**src/design/bau_pkg.sv**
```systemverilog
// constants and types for the byte arithmetic/logic datapath
// Function
// - add registers, optional carry, five flags, one clock
// - word add immediate to pair, two clocks
// - subtract registers, optional borrow, one clock
// - subtract immediate, one clock, five flags
// - subtract immediate with borrow, one clock
// - word subtract immediate from pair, two clocks
// - and/or one clock, carry and half-carry kept
// - writing one clears flag, zero keeps
// - io bit ops read-modify-write whole register
// - io bit ops reach only lowest range
package bau_pkg;
    typedef enum logic [3:0] {
        BAU_OP_NONE  = 4'h0,
        BAU_OP_ADD   = 4'h1,
        BAU_OP_ADC   = 4'h2,
        BAU_OP_SUB   = 4'h3,
        BAU_OP_SUBC  = 4'h4,
        BAU_OP_AND   = 4'h5,
        BAU_OP_OR    = 4'h6,
        BAU_OP_ADDW  = 4'h7,
        BAU_OP_SUBW  = 4'h8,
        BAU_OP_SETB  = 4'h9,
        BAU_OP_CLRB  = 4'hA
    } bau_op_t;

    // gray codes along idle -> word second half / io write
    typedef enum logic [1:0] {
        BAU_ST_IDLE  = 2'h0,
        BAU_ST_WORD2 = 2'h1,
        BAU_ST_IOWR  = 2'h2
    } bau_state_t;

    localparam int         BAU_W          = 8;
    localparam int         BAU_IO_AW      = 6;
    localparam int         BAU_BIT_AW     = 5;
    localparam logic [5:0] BAU_IO_BIT_MAX = 6'h1F;
    localparam int         BAU_FLAG_C     = 0;
    localparam int         BAU_FLAG_Z     = 1;
    localparam int         BAU_FLAG_N     = 2;
    localparam int         BAU_FLAG_V     = 3;
    localparam int         BAU_FLAG_S     = 4;
    localparam int         BAU_FLAG_H     = 5;
    localparam logic [5:0] BAU_FLAGS_RST  = 6'h00;
    localparam logic [7:0] BAU_BYTE_RST   = 8'h00;

    typedef struct packed {
        bau_state_t  st;
        logic [7:0]  res;
        logic [5:0]  flags;
        logic        res_we;
        logic        res_hi;
        logic        busy;
        logic        done;
        logic [7:0]  hi_byte;
        logic        hi_carry;
        logic        lo_zero;
        logic        io_rd;
        logic        io_we;
        logic [4:0]  io_addr;
        logic [7:0]  io_wdata;
        logic [2:0]  io_bit;
        logic        io_set;
    } bau_state_s_t;
endpackage : bau_pkg

```
**src/design/bau_alu.sv**
```systemverilog
`timescale 1ns/1ps
// arithmetic/logic datapath with word ops and io bit read-modify-write
module bau_alu (
    input  wire logic             clk,
    input  wire logic             arst_n,
    input  wire bau_pkg::bau_op_t op,
    input  wire logic             op_valid,
    input  wire logic [7:0]       dest_operand_reg,
    input  wire logic [7:0]       source_operand_reg,
    input  wire logic             use_immediate,
    input  wire logic [7:0]       immediate_constant,
    input  wire logic [7:0]       pair_high_reg,
    input  wire logic [7:0]       pair_low_reg,
    input  wire logic [5:0]       flags_in,
    input  wire logic [5:0]       io_addr,
    input  wire logic [2:0]       io_bit,
    input  wire logic [7:0]       io_rdata,
    input  wire logic [7:0]       flag_hw_set,
    output logic      [7:0]       result,
    output logic                  result_we,
    output logic                  result_high,
    output logic      [5:0]       flags_out,
    output logic                  busy,
    output logic                  done,
    output logic                  io_rd,
    output logic                  io_we,
    output logic      [4:0]       io_wr_addr,
    output logic      [7:0]       io_wdata,
    output logic                  io_addr_error,
    output logic      [7:0]       wc_flags
);
    import bau_pkg::*;

    bau_state_s_t s_q;
    bau_state_s_t s_d;
    logic         err_q;
    logic         err_d;
    logic         wc_wr;
    logic [7:0]   wc_data;

    function automatic logic [7:0] sel_b(input logic imm, input logic [7:0] k,
                                         input logic [7:0] r);
        sel_b = imm ? k : r;
    endfunction : sel_b

    // local flag register: write-one-to-clear flags fed by io writes to address 0
    bau_flag_reg u_flags (
        .clk     (clk),
        .arst_n  (arst_n),
        .hw_set  (flag_hw_set),
        .wr_en   (wc_wr),
        .wr_data (wc_data),
        .flags_q (wc_flags)
    );

    always_comb begin
        logic [7:0]  a;
        logic [7:0]  b;
        logic        cin;
        logic [8:0]  sum;
        logic [4:0]  hsum;
        logic [7:0]  r;
        logic [16:0] w;
        logic [15:0] p;
        logic [7:0]  m;
        a    = dest_operand_reg;
        b    = sel_b(use_immediate, immediate_constant, source_operand_reg);
        cin  = 1'b0;
        sum  = 9'h000;
        hsum = 5'h00;
        r    = 8'h00;
        w    = 17'h00000;
        p    = {pair_high_reg, pair_low_reg};
        m    = 8'h00;
        s_d  = s_q;
        err_d = 1'b0;
        wc_wr   = 1'b0;
        wc_data = 8'h00;
        s_d.res_we = 1'b0;
        s_d.done   = 1'b0;
        s_d.io_we  = 1'b0;
        s_d.io_rd  = 1'b0;
        case (s_q.st)
            BAU_ST_IDLE: begin
                s_d.busy = 1'b0;
                if (op_valid) begin
                    case (op)
                        BAU_OP_ADD, BAU_OP_ADC: begin
                            cin  = (op == BAU_OP_ADC) & flags_in[BAU_FLAG_C];
                            sum  = {1'b0, a} + {1'b0, b} + {8'h00, cin};
                            hsum = {1'b0, a[3:0]} + {1'b0, b[3:0]} + {4'h0, cin};
                            r    = sum[7:0];
                            s_d.flags[BAU_FLAG_C] = sum[8];
                            s_d.flags[BAU_FLAG_H] = hsum[4];
                            s_d.flags[BAU_FLAG_V] = (a[7] == b[7]) && (r[7] != a[7]);
                            s_d.flags[BAU_FLAG_N] = r[7];
                            s_d.flags[BAU_FLAG_Z] = (r == 8'h00);
                            s_d.res = r;
                            s_d.res_we = 1'b1;
                            s_d.res_hi = 1'b0;
                            s_d.done = 1'b1;
                        end
                        BAU_OP_SUB, BAU_OP_SUBC: begin
                            cin  = (op == BAU_OP_SUBC) & flags_in[BAU_FLAG_C];
                            sum  = {1'b0, a} - {1'b0, b} - {8'h00, cin};
                            hsum = {1'b0, a[3:0]} - {1'b0, b[3:0]} - {4'h0, cin};
                            r    = sum[7:0];
                            s_d.flags[BAU_FLAG_C] = sum[8];
                            s_d.flags[BAU_FLAG_H] = hsum[4];
                            s_d.flags[BAU_FLAG_V] = (a[7] != b[7]) && (r[7] != a[7]);
                            s_d.flags[BAU_FLAG_N] = r[7];
                            s_d.flags[BAU_FLAG_Z] = (r == 8'h00);
                            s_d.res = r;
                            s_d.res_we = 1'b1;
                            s_d.res_hi = 1'b0;
                            s_d.done = 1'b1;
                        end
                        BAU_OP_AND, BAU_OP_OR: begin
                            r = (op == BAU_OP_AND) ? (a & b) : (a | b);
                            // carry and half-carry kept
                            s_d.flags[BAU_FLAG_V] = 1'b0;
                            s_d.flags[BAU_FLAG_N] = r[7];
                            s_d.flags[BAU_FLAG_Z] = (r == 8'h00);
                            s_d.res = r;
                            s_d.res_we = 1'b1;
                            s_d.res_hi = 1'b0;
                            s_d.done = 1'b1;
                        end
                        BAU_OP_ADDW, BAU_OP_SUBW: begin
                            // whole word computed now, bytes written over two clocks
                            if (op == BAU_OP_ADDW) begin
                                w = {1'b0, p} + {9'h000, immediate_constant};
                                s_d.flags[BAU_FLAG_V] = ~p[15] & w[15];
                            end else begin
                                w = {1'b0, p} - {9'h000, immediate_constant};
                                s_d.flags[BAU_FLAG_V] = p[15] & ~w[15];
                            end
                            s_d.flags[BAU_FLAG_C] = w[16];
                            s_d.flags[BAU_FLAG_N] = w[15];
                            s_d.flags[BAU_FLAG_S] = w[15] ^ s_d.flags[BAU_FLAG_V];
                            s_d.flags[BAU_FLAG_Z] = (w[15:0] == 16'h0000);
                            s_d.res = w[7:0];
                            s_d.hi_byte = w[15:8];
                            s_d.res_we = 1'b1;
                            s_d.res_hi = 1'b0;
                            s_d.busy = 1'b1;
                            s_d.st = BAU_ST_WORD2;
                        end
                        BAU_OP_SETB, BAU_OP_CLRB: begin
                            if (io_addr > BAU_IO_BIT_MAX) begin
                                err_d = 1'b1;
                                s_d.done = 1'b1;
                            end else begin
                                s_d.io_addr = io_addr[4:0];
                                s_d.io_bit  = io_bit;
                                s_d.io_set  = (op == BAU_OP_SETB);
                                s_d.io_rd   = 1'b1;
                                s_d.busy    = 1'b1;
                                s_d.st      = BAU_ST_IOWR;
                            end
                        end
                        default: begin
                            s_d.done = 1'b0;
                        end
                    endcase
                end
            end
            BAU_ST_WORD2: begin
                s_d.res = s_q.hi_byte;
                s_d.res_we = 1'b1;
                s_d.res_hi = 1'b1;
                s_d.busy = 1'b0;
                s_d.done = 1'b1;
                s_d.st = BAU_ST_IDLE;
            end
            BAU_ST_IOWR: begin
                // all bits written back, so set flags are cleared too, except the bit a clear op writes as zero
                // address 0 is read from our own flag register; the modified byte still goes out to the outside space on io_we
                if (s_q.io_addr == 5'h00) begin
                    m = wc_flags;
                end else begin
                    m = io_rdata;
                end
                m[s_q.io_bit] = s_q.io_set;
                s_d.io_wdata = m;
                s_d.io_we = 1'b1;
                s_d.busy = 1'b0;
                s_d.done = 1'b1;
                s_d.st = BAU_ST_IDLE;
                if (s_q.io_addr == 5'h00) begin
                    wc_wr   = 1'b1;
                    wc_data = m;
                end
            end
            default: begin
                s_d.st = BAU_ST_IDLE;
            end
        endcase
    end

    always_ff @(posedge clk or negedge arst_n) begin
        if (!arst_n) begin
            s_q   <= '0;
            err_q <= 1'b0;
        end else begin
            s_q   <= s_d;
            err_q <= err_d;
        end
    end

    assign result        = s_q.res;
    assign result_we     = s_q.res_we;
    assign result_high   = s_q.res_hi;
    assign flags_out     = s_q.flags;
    assign busy          = s_q.busy;
    assign done          = s_q.done;
    assign io_rd         = s_q.io_rd;
    assign io_we         = s_q.io_we;
    assign io_wr_addr    = s_q.io_addr;
    assign io_wdata      = s_q.io_wdata;
    assign io_addr_error = err_q;
endmodule : bau_alu

```
**src/design/bau_flag_reg.sv**
```systemverilog
`timescale 1ns/1ps
// holds a register of flags with write-one-to-clear and hardware set
module bau_flag_reg (
    input  wire logic             clk,
    input  wire logic             arst_n,
    input  wire logic [7:0]       hw_set,
    input  wire logic             wr_en,
    input  wire logic [7:0]       wr_data,
    output logic      [7:0]       flags_q
);
    import bau_pkg::*;
    logic [7:0] flags_d;

    always_comb begin
        flags_d = flags_q;
        if (wr_en) begin
            flags_d = flags_d & ~wr_data;
        end
        flags_d = flags_d | hw_set; // set wins over clear
    end

    always_ff @(posedge clk or negedge arst_n) begin
        if (!arst_n) begin
            flags_q <= BAU_BYTE_RST;
        end else begin
            flags_q <= flags_d;
        end
    end
endmodule : bau_flag_reg

```
**config.mk**
```make
export PLATFORM = sky130hd
export DESIGN_NAME = bau_alu
export DESIGN_NICKNAME = d
export VERILOG_FILES = /design/src/design/bau_pkg.sv /design/src/design/bau_alu.sv /design/src/design/bau_flag_reg.sv
export SDC_FILE = /design/constraint.sdc
export NUM_CORES = 1
export LEC_CHECK = 0
export BUFFER_PORTS_ARGS = -buffer_cell sky130_fd_sc_hd__buf_2
export CAP_MARGIN = 30
export CORE_MARGIN = 3
export CORE_UTILIZATION = 40
export DETAILED_ROUTE_END_ITERATION = 10
export PLACE_DENSITY = 0.73
export SETUP_SLACK_MARGIN = 0.02
export SLEW_MARGIN = 20
export SYNTH_ARGS = -nofsm -noshare
export SYNTH_HDL_FRONTEND = slang
export SYNTH_HIERARCHICAL = 1
export SYNTH_SLANG_ARGS = --single-unit
```
**constraint.sdc**
```tcl
create_clock -name clk -period 2.3 [get_ports clk]
set_input_delay 0.46 -clock clk [delete_from_list [all_inputs] [get_ports clk]]
set_output_delay 0.46 -clock clk [all_outputs]
set_load 0.02 [all_outputs]
```
==> results of run 1 <==
## kinds of logic (layout without fill, tap and decap cells)
logic type               count (synthesis)  after routing  synth area share [%]
AO/OA/AOI/OAI                          170            170                  21.3
buffers and inverters                  106            364                  9.78
adder cells (fa/ha/maj)                 58             58                  14.1
XOR/XNOR                                27             27                  4.33
multiplexers                            35             35                  6.71
flip-flops                              56             56                  25.6
AND/OR/NAND/NOR                        194            194                  18.1
## worst min path at each step
stage,startpoint,end,depth (start not counted)
2_1_floorplan,arst_n,busy$_DFFE_PN0P_,0
3_3_place_gp,result_high$_DFFE_PN0P_,result_high$_DFFE_PN0P_,2
3_5_place_dp,io_wdata[6]$_DFFE_PN0P_,io_wdata[6]$_DFFE_PN0P_,1
4_1_cts,arst_n,result[6]$_DFFE_PN0P_,1
5_1_grt,arst_n,io_wdata[7]$_DFFE_PN0P_,1
6_report,arst_n,u_flags/flags_q[1]$_DFF_PN0_,1
## cell type report
cell class	count	area, um2	area share [%]
clock buffers	5	125	1.49
clock inverters	3	23.8	0.282
inverters	53	206	2.45
multi-input cells	484	4300	51.1
flip-flops and latches	56	1400	16.6
well taps	176	220	2.62
repair buffers	303	2140	25.5
## repair_timing
item                       CTS  global route
setup buffers               13            10
gates resized for setup     91            64
hold buffers                 0             0
setup endpoints to repair   20            20
pin swaps                   57            38
## through the flow
| stage | area, um2 | total power, mW | utilization (%) | cells |
|---|---|---|---|---|
| 4_1_cts | 8060 | 5.53 | 60.6 | 1072 |
| 3_3_place_gp | 7400 | 4.49 | 55.6 | 1053 |
| 3_5_place_dp | 7400 | 4.56 | 55.6 | 1053 |
| 2_1_floorplan | 5710 | 3.64 | - | 646 |
| 6_report | 8420 | 5.72 | 63.3 | 1080 |
| 5_1_grt | 8420 | 6.12 | 63.3 | 1080 |
## layout by cell type, fill, tap and decap left out, types with 15 or more instances in the layout
cell / count
a211oi_1: 16
buf_6: 17
mux2i_1: 15
o21ai_0: 17
ha_4: 15
buf_4: 174
a21oi_1: 21
inv_1: 41
nand2_1: 52
nor2_1: 40
a21o_1: 17
ha_1: 35
dfrtp_1: 56
buf_2: 104
## registers in the layout (all words and copies together) (netlist names)
name / count
done: 1
result_high: 1
result: 8
io_wr_addr: 5
io_rd: 1
io_addr_error: 1
io_wdata: 8
io_we: 1
s_q: 14
u_flags/flags_q: 8
flags_out: 6
busy: 1
result_we: 1
## per-layer routing
metal / vias to the layer above / part of all wire (%)
li1: 2810 / -
met1: 2674 / 41
met2: 177 / 51
met3: 36 / 5.4
met4: 0 / 3.1
met5: - / 0
## where the power goes
group	internal [mW]	total (mW)	switching, mW
Combinational	1.56	3.33	1.78
Clock	0.406	0.757	0.351
Sequential	1.35	1.63	0.275
==> impl_metrics.csv, run 1 <==
group,metric,value,unit
global_route,grt_pass1_wl,26.5,mm
logic_synthesis,synth.most_common_cell,"dfrtp_1",
logic_synthesis,synth_area,5460,um2
worst_setup_path,crit_start,"immediate_constant[3]",
worst_setup_path,r2r_slack,0.17,ns
cts,numCtsBuffers,5,
final_layout,fillers,1067,
worst_setup_path,timing.rr.end,"u_flags/flags_q[0]$_DFF_PN0_",
logic_synthesis,ys_ff_latch,56,
placement,dpl.hpwl,13.4,mm
worst_setup_path,path_buf_inv,2,
worst_setup_path,criticalPathCategory,"in -> reg",
global_route,grt_use_met2,38.8,%
sta,slew_viol_final,0,
outcome,violations,"negative setup slack",
global_route,use_met3,1.98,%
hold_path,hold_class,"in -> async",
logic_synthesis,ys.warnings.count,6,
cts,clk_path_buf_depth,2,
routing,vias,5697,
worst_setup_path,setup.worst_path.end_class,"flip-flop",
sta,fin_crit_sh,126,%
placement,finalWeightedCongestion,0.964,
sta,period_minus_slack,2.89,ns
pwr,power_density,679,nW/um2
global_route,grtUsageMet1,27.3,%
cts,clock_latency,0.29,ns
floorplan,dieArea,15100,um2
worst_setup_path,crit_top_cell,"ha_4",
floorplan,die_w,123,um
worst_setup_path,cp.arrival,3.12,ns
worst_setup_path,worst_path_dominant_cell_family,"simple AND/OR/NAND/NOR gates",
floorplan,core-area,13300,um2
routing,drcViolationCount,0,
final_layout,area_growth,54.1,%
logic_synthesis,yosysSeqAreaShare,25.6,%
outcome,status,"complete, but fails checks",
logic_synthesis,yosysTopAreaCell,"dfrtp_1",
worst_setup_path,rr_worst_depth,8,
sta,rsz0062_at_grt,"yes",
global_route,grt_pass1_vias,5550,
cts,clock_sink_count,56,
sta,hold_violations,0,
final_layout,diodes,0,
routing,wl_per_cell,16.0,um
worst_setup_path,crit_required,2.53,ns
floorplan,rows,42,
sta,max_slew_margin,65.0,%
floorplan,io_pins,121,
pwr,p_leak,3.90,nW
routing,drt-vias-per-instance,5.28,
cts,root_buffer,"clkbuf_16",
logic_synthesis,synth_edf_count,0,
final_layout,final_layout_size_suffix_gt1_share,49.6,%
worst_setup_path,max_stage_delay,0.38,ns
worst_setup_path,crit_cells,16,
sta,setup_viol,14,
placement,dpl_worst_slack,-1.02,ns
logic_synthesis,avgSynthCellArea,8.46,um2
worst_setup_path,cp_cell_sequence,"buf_8 > ha_4 > or3_4 > o211ai_1 > a21oi_2 > or2_4 > and3_4 > ha_4 > inv_2 > mux2i_2 > o2111ai_1 > nor2_1 > nand3_1 > nor4_2 > and4_1 > a41o_1",
sta,skew,0.00422,ns
cts,clk_pin_slew,0.07,ns
routing,drtIter0Drc,292,
worst_setup_path,cp-start-kind,"input pin",
worst_setup_path,slowest_stage,"or3_4",
logic_synthesis,ys_dominant_reg_cell,"dfrtp_1",
cts,cts_tree,"built",
routing,firstDrtPassIters,7,
logic_synthesis,synth_area_leaders,"dfrtp_1, ha_1, buf_4, mux2i_1, nand2_1",
worst_setup_path,endpoint,"flags_out[1]$_DFFE_PN0P_",
sta,timing.fmax,346,MHz
sta,fin_ws,-0.591,ns
logic_synthesis,async_flop_share,100,%
global_route,grt.total_usage,21.8,%
sta,tightestPinTransition,0.525,ns
worst_setup_path,cp_max_fo,3,
placement,port_buffers,115,
worst_setup_path,r2r-start,"io_wr_addr[0]$_DFFE_PN0P_",
global_route,busiest_layer,"met2",
pwr,peakVddDrop,438,uV
logic_synthesis,yosys-top-cells-count,"dfrtp_1, nand2_1, ha_1",
logic_synthesis,synth_fp_nets,783,
cts,htreeDepth,2,
floorplan,start_util,41.1,%
sta,tns,-3.79,ns
global_route,grt_max_degree,35,
routing,routed_wl,17.3,mm
global_route,globalRoute.totalOverflow,0,
floorplan,die_y,123,um
flow_run,drv_cap,0,
logic_synthesis,synthCells,646,
global_route,grt_antenna_before_repair,0,
logic_synthesis,synth_top_cell_area_share,25.6,%
logic_synthesis,ys_types,72,
routing,final_antenna_net_count,0,
final_layout,layout.nets,1040,
sta,hold_ws,0.139,ns
(Power assumes the default switching activity.)
==> run 2, diff against run 1 <==
--- a/config.mk
+++ b/config.mk
@@ -10,7 +10,7 @@
 export CORE_MARGIN = 3
 export CORE_UTILIZATION = 40
 export DETAILED_ROUTE_END_ITERATION = 10
-export PLACE_DENSITY = 0.73
+export PLACE_DENSITY_LB_ADDON = 0.05
 export SETUP_SLACK_MARGIN = 0.02
 export SLEW_MARGIN = 20
 export SYNTH_ARGS = -nofsm -noshare
==> impl_metrics.csv, run 2 (same netlist as run 1, synthesis figures left out) <==
group,metric,value,unit
routing,final_antenna_net_count,0,
routing,top_layer,"met4",
sta,setup_viol,15,
floorplan,die_y,123,um
worst_setup_path,cp-start-kind,"input pin",
sta,max_slew_margin,62.2,%
worst_setup_path,cp_cell_sequence,"buf_8 > mux2i_4 > inv_2 > fa_2 > buf_6 > a21oi_4 > o211ai_1 > a2111oi_2 > or3_4 > xnor2_2 > nor4bb_2 > o32a_1 > a41o_1",
global_route,grt_pass1_wl,26.9,mm
worst_setup_path,worst_path_dominant_cell_family,"compound AO/OA/AOI/OAI gates",
final_layout,fillers,1145,
placement,finalWeightedCongestion,0.907,
global_route,grt_max_degree,22,
floorplan,core-area,13300,um2
worst_setup_path,cp.arrival,3.14,ns
sta,hold_violations,0,
final_layout,area_growth,56.5,%
cts,clk_pin_slew,0.07,ns
worst_setup_path,setup.worst_path.end_class,"flip-flop",
worst_setup_path,crit_required,2.48,ns
worst_setup_path,r2r_slack,0.16,ns
cts,root_buffer,"clkbuf_16",
routing,met2_length,8.73,mm
sta,period_minus_slack,2.97,ns
worst_setup_path,max_stage_delay,0.41,ns
final_layout,finalNonFillerCells,1077,
worst_setup_path,path_buf_inv,3,
final_layout,post-route-util,64.3,%
pwr,peakVddDrop,354,uV
routing,drt-vias-per-instance,5.25,
final_layout,final_common_cell,"buf_4",
worst_setup_path,r2r-start,"s_q[47]$_DFFE_PN0P_",
worst_setup_path,endpoint,"flags_out[1]$_DFFE_PN0P_",
sta,fin_crit_sh,129,%
sta,skew,0.00261,ns
placement,post-place-cells,1047,
routing,vias,5655,
pwr,pwr-share-clk,14.4,%
placement,port_buffers,115,
pwr,p_comb_share,58.0,%
floorplan,rows,42,
worst_setup_path,timing.rr.end,"flags_out[1]$_DFFE_PN0P_",
cts,clock_latency,0.29,ns
final_layout,top_register,"s_q",
sta,tns,-4.12,ns
flow_run,drv_cap,0,
worst_setup_path,crit_start,"use_immediate",
routing,drcViolationCount,0,
routing,wl_per_cell,16.2,um
floorplan,die_w,123,um
cts,cts_tree,"built",
final_layout,layout.nets,1037,
cts,clock_sink_count,56,
final_layout,layout_common_cells,"buf_4, buf_2, dfrtp_1, nand2_1, inv_1",
cts,clk_path_buf_depth,2,
pwr,p_int,3.48,mW
final_layout,diodes,0,
routing,firstDrtPassIters,5,
routing,drtIter0Drc,186,
routing,wl_met3,857,um
routing,routed_wl,17.4,mm
sta,slew_viol_final,0,
global_route,grt_pass1_vias,5397,
worst_setup_path,criticalPathCategory,"in -> reg",
floorplan,io_pins,121,
pwr,swShare,40.7,%
worst_setup_path,rr_worst_depth,12,
pwr,netSwitchingPower,2.39,mW
cts,numCtsBuffers,5,
floorplan,dieArea,15100,um2
worst_setup_path,crit_cells,13,
global_route,globalRoute.totalOverflow,0,
cts,htreeDepth,2,
final_layout,final_layout_size_suffix_gt1_share,49.5,%
global_route,grt_antenna_before_repair,0,
pwr,p_leak,3.95,nW
placement,dpl_worst_slack,-1.10,ns
sta,fin_ws,-0.666,ns
final_layout,largest_reg_flops,14,
pwr,power_frac_seq,27.6,%
sta,rsz0062_at_grt,"yes",
sta,timing.fmax,337,MHz
pwr,power_density,687,nW/um2
placement,dpl.hpwl,14.0,mm
worst_setup_path,cp_max_fo,3,
global_route,grt.total_usage,22.2,%
worst_setup_path,slowest_stage,"a2111oi_2",
routing,met1_length,7.43,mm
floorplan,start_util,41.1,%
hold_path,hold_class,"in -> async",
outcome,violations,"negative setup slack",
cts,postCtsHoldBufs,0,
sta,tightestPinTransition,0.560,ns
outcome,status,"complete, but fails checks",
-- run 2: cell type report --
cell class	instances	area, um2	share of cell area (%)
Inverter	53	206	2.41
Tap cell	176	220	2.58
Clock buffer	6	129	1.51
Multi-Input combinational cell	484	4400	51.5
Timing Repair Buffer	300	2150	25.2
Sequential cell	56	1400	16.4
Clock inverter	2	35.0	0.410
-- run 2: worst min-delay path by stage --
stage | start | end | slack [ns] | cells after the start
5_1_grt | arst_n | io_wr_addr[2]$_DFFE_PN0P_ | 0.13 | 1
3_5_place_dp | arst_n | io_wr_addr[2]$_DFFE_PN0P_ | 0.42 | 1
6_report | arst_n | done$_DFF_PN0_ | 0.1 | 1
3_3_place_gp | arst_n | io_wr_addr[0]$_DFFE_PN0P_ | 0.41 | 1
2_1_floorplan | arst_n | busy$_DFFE_PN0P_ | 0.16 | 0
4_1_cts | arst_n | done$_DFF_PN0_ | 0.11 | 1
-- run 2: per-stage QoR --
| step | power, mW | hold slack [ns] | cell area (um2) |
|---|---|---|---|
| 3_5_place_dp | 4.58 | 0.421 | 7350 |
| 4_1_cts | 5.69 | 0.108 | 8110 |
| 2_1_floorplan | 3.64 | 0.164 | 5710 |
| 3_3_place_gp | 4.53 | 0.410 | 7350 |
| 6_report | 5.87 | 0.0952 | 8550 |
| 5_1_grt | 6.28 | 0.131 | 8550 |
-- run 2: repair_timing --
action | 4_1_cts | 5_1_grt
pin swaps | 58 | 40
setup buffers | 11 | 19
setup endpoints to repair | 19 | 21
resized for setup | 106 | 73
-- run 2: power groups by stage --
| stage | registers [mW] | clock network (mW) | logic [mW] |
|---|---|---|---|
| 3_3_place_gp | 1.64 | 0 | 2.89 |
| 2_1_floorplan | 1.55 | 0 | 2.09 |
| 6_report | 1.62 | 0.845 | 3.41 |
| 3_5_place_dp | 1.64 | 0 | 2.93 |
| 5_1_grt | 1.68 | 0.905 | 3.70 |
| 4_1_cts | 1.63 | 0.873 | 3.19 |
-- run 2: per-layer routing --
layer | GRT usage, % | vias up
met4 | 6.44 | 0
met5 | 0 | -
met2 | 39.7 | 160
met3 | 2.03 | 27
li1 | - | 2795
met1 | 28.3 | 2673
==> run 3, diff against run 2 <==
--- a/config.mk
+++ b/config.mk
@@ -11,6 +11,7 @@
 export CORE_UTILIZATION = 40
 export DETAILED_ROUTE_END_ITERATION = 10
 export PLACE_DENSITY_LB_ADDON = 0.05
+export RECOVER_POWER = 25
 export SETUP_SLACK_MARGIN = 0.02
 export SLEW_MARGIN = 20
 export SYNTH_ARGS = -nofsm -noshare
==> impl_metrics.csv, run 3 (same netlist as run 1, synthesis figures left out) <==
group,metric,value,unit
outcome,status,"complete, but fails checks",
outcome,violations,"negative setup slack",
cts,numCtsBuffers,5,
worst_setup_path,setup.worst_path.end_class,"flip-flop",
pwr,netSwitchingPower,2.39,mW
placement,placed_area,7350,um2
worst_setup_path,worst_path_dominant_cell_family,"compound AO/OA/AOI/OAI gates",
pwr,p_leak,3.94,nW
cts,clk_pin_slew,0.07,ns
worst_setup_path,cp.arrival,3.14,ns
floorplan,die_y,123,um
global_route,globalRoute.totalOverflow,0,
routing,drcViolationCount,0,
sta,tightestPinTransition,0.982,ns
placement,dpl_worst_slack,-1.10,ns
worst_setup_path,slowest_stage,"a2111oi_2",
sta,max_slew_margin,34.5,%
final_layout,final_layout_size_suffix_gt1_share,49.3,%
worst_setup_path,crit_required,2.48,ns
worst_setup_path,rr_worst_depth,12,
placement,port_buffers,115,
floorplan,start_util,41.1,%
routing,firstDrtPassIters,5,
sta,fin_crit_sh,129,%
cts,root_buffer,"clkbuf_16",
cts,clock_latency,0.29,ns
placement,finalWeightedCongestion,0.907,
global_route,grt_pass1_wl,26.9,mm
pwr,power_density,687,nW/um2
cts,clock_sink_count,56,
sta,slew_viol_final,0,
sta,rsz0062_at_grt,"yes",
worst_setup_path,cp-start-kind,"input pin",
flow_run,drv_cap,0,
placement,dpl.hpwl,14.0,mm
global_route,grt_max_degree,22,
pwr,swShare,40.8,%
sta,fin_ws,-0.665,ns
global_route,grt_pass1_vias,5397,
sta,hold_violations,0,
pwr,pwr-share-clk,14.4,%
floorplan,io_pins,121,
routing,wl_per_cell,16.2,um
routing,drtIter0Drc,175,
worst_setup_path,criticalPathCategory,"in -> reg",
sta,timing.fmax,337,MHz
routing,vias,5628,
final_layout,largest_reg_flops,14,
pwr,p_int,3.48,mW
cts,clk_path_buf_depth,2,
sta,period_minus_slack,2.97,ns
cts,cts_tree,"built",
floorplan,rows,42,
cts,htreeDepth,2,
worst_setup_path,cp_cell_sequence,"buf_8 > mux2i_4 > inv_2 > fa_2 > buf_6 > a21oi_4 > o211ai_1 > a2111oi_2 > or3_4 > xnor2_2 > nor4bb_2 > o32a_1 > a41o_1",
routing,drt-vias-per-instance,5.23,
final_layout,layout.nets,1037,
floorplan,die_w,123,um
sta,setup_viol,15,
routing,routed_wl,17.4,mm
worst_setup_path,r2r-start,"s_q[47]$_DFFE_PN0P_",
final_layout,diodes,0,
final_layout,area_growth,56.4,%
pwr,power_frac_seq,27.6,%
worst_setup_path,crit_start,"use_immediate",
floorplan,dieArea,15100,um2
worst_setup_path,path_buf_inv,3,
hold_path,hold_class,"in -> async",
routing,final_antenna_net_count,0,
pwr,peakVddDrop,355,uV
final_layout,top_register,"s_q",
global_route,grt.total_usage,22.2,%
sta,skew,0.00330,ns
worst_setup_path,crit_cells,13,
pwr,p_comb_share,58.0,%
global_route,grt_antenna_before_repair,0,
cts,postCtsHoldBufs,0,
worst_setup_path,cp_max_fo,3,
final_layout,fin_area,8540,um2
worst_setup_path,max_stage_delay,0.41,ns
final_layout,layout_common_cells,"buf_4, buf_2, dfrtp_1, nand2_1, inv_1",
final_layout,final_common_cell,"buf_4",
floorplan,core-area,13300,um2
-- run 3: cell count changes in the layout (fill, tap and decap cells not counted) --
| cell | delta |
|---|---|
| clkbuf_1 | +2 |
| buf_4 | -1 |
| buf_2 | -1 |
-- run 3: cell type report --
cell class              instances  area, um2
well taps                     176        220
clock buffers                   6        129
fillers                      1146       4750
clock inverters                 2       35.0
flip-flops and latches         56       1400
repair buffers                300       2150
inverters                      53        206
multi-input cells             484       4400
-- run 3: path summary, 6_finish.rpt --
check / endpoint / slack, ns
max: flags_out[1]$_DFFE_PN0P_ / -0.67
min: done$_DFF_PN0_ / 0.31
max reg2reg: flags_out[1]$_DFFE_PN0P_ / 0.16
min reg2reg: io_wdata[5]$_DFFE_PN0P_ / 0.48
max in group asynchronous: io_wdata[2]$_DFFE_PN0P_ / 0.60
min in group clk: u_flags/flags_q[0]$_DFF_PN0_ / 0.35
-- run 3: metrics by stage --
step                      TNS (ns)  instances  hold slack [ns]  power, mW  util [%]
after global placement      -12.64       1047            0.410       4.53      55.3
after floorplan              -4.33        646            0.164       3.64         -
after detailed placement    -13.18       1047            0.421       4.58      55.3
after global routing         -6.01       1077            0.347       6.28      64.3
after CTS                    -4.04       1062            0.108       5.69      61.0
final                        -4.11       1077            0.307       5.87      64.3
-- run 3: metal layers --
layer	global-route usage, %	up-vias	share of wire (%)
li1	-	2794	-
met1	28.3	2650	43
met2	39.7	155	50
met3	2.03	29	4.7
met4	6.44	0	2.3
met5	0	-	0
-- run 3: timing repair --
item / CTS / global route
hold endpoints to repair: 0 / 0
setup endpoints to repair: 19 / 21
pin swaps: 58 / 40
gates resized for setup: 106 / 73
buffers inserted: 11 / 19
-- run 3: worst reg2reg max path: cells and delay by family (launching register included) --
family,cells,cell delay [ns]
AND/OR/NAND/NOR,6,0.84
buffers and inverters,3,0.41
flip-flops,1,0.38
AO/OA/AOI/OAI,2,0.26
adder cells (fa/ha/maj),1,0.18
-- run 3: power groups by stage --
stage / clock [mW] / sequential (mW) / combinational [mW]
final: 0.844 / 1.62 / 3.41
after global placement: 0 / 1.64 / 2.89
after floorplan: 0 / 1.55 / 2.09
after CTS: 0.873 / 1.63 / 3.19
after detailed placement: 0 / 1.64 / 2.93
after global routing: 0.905 / 1.68 / 3.70
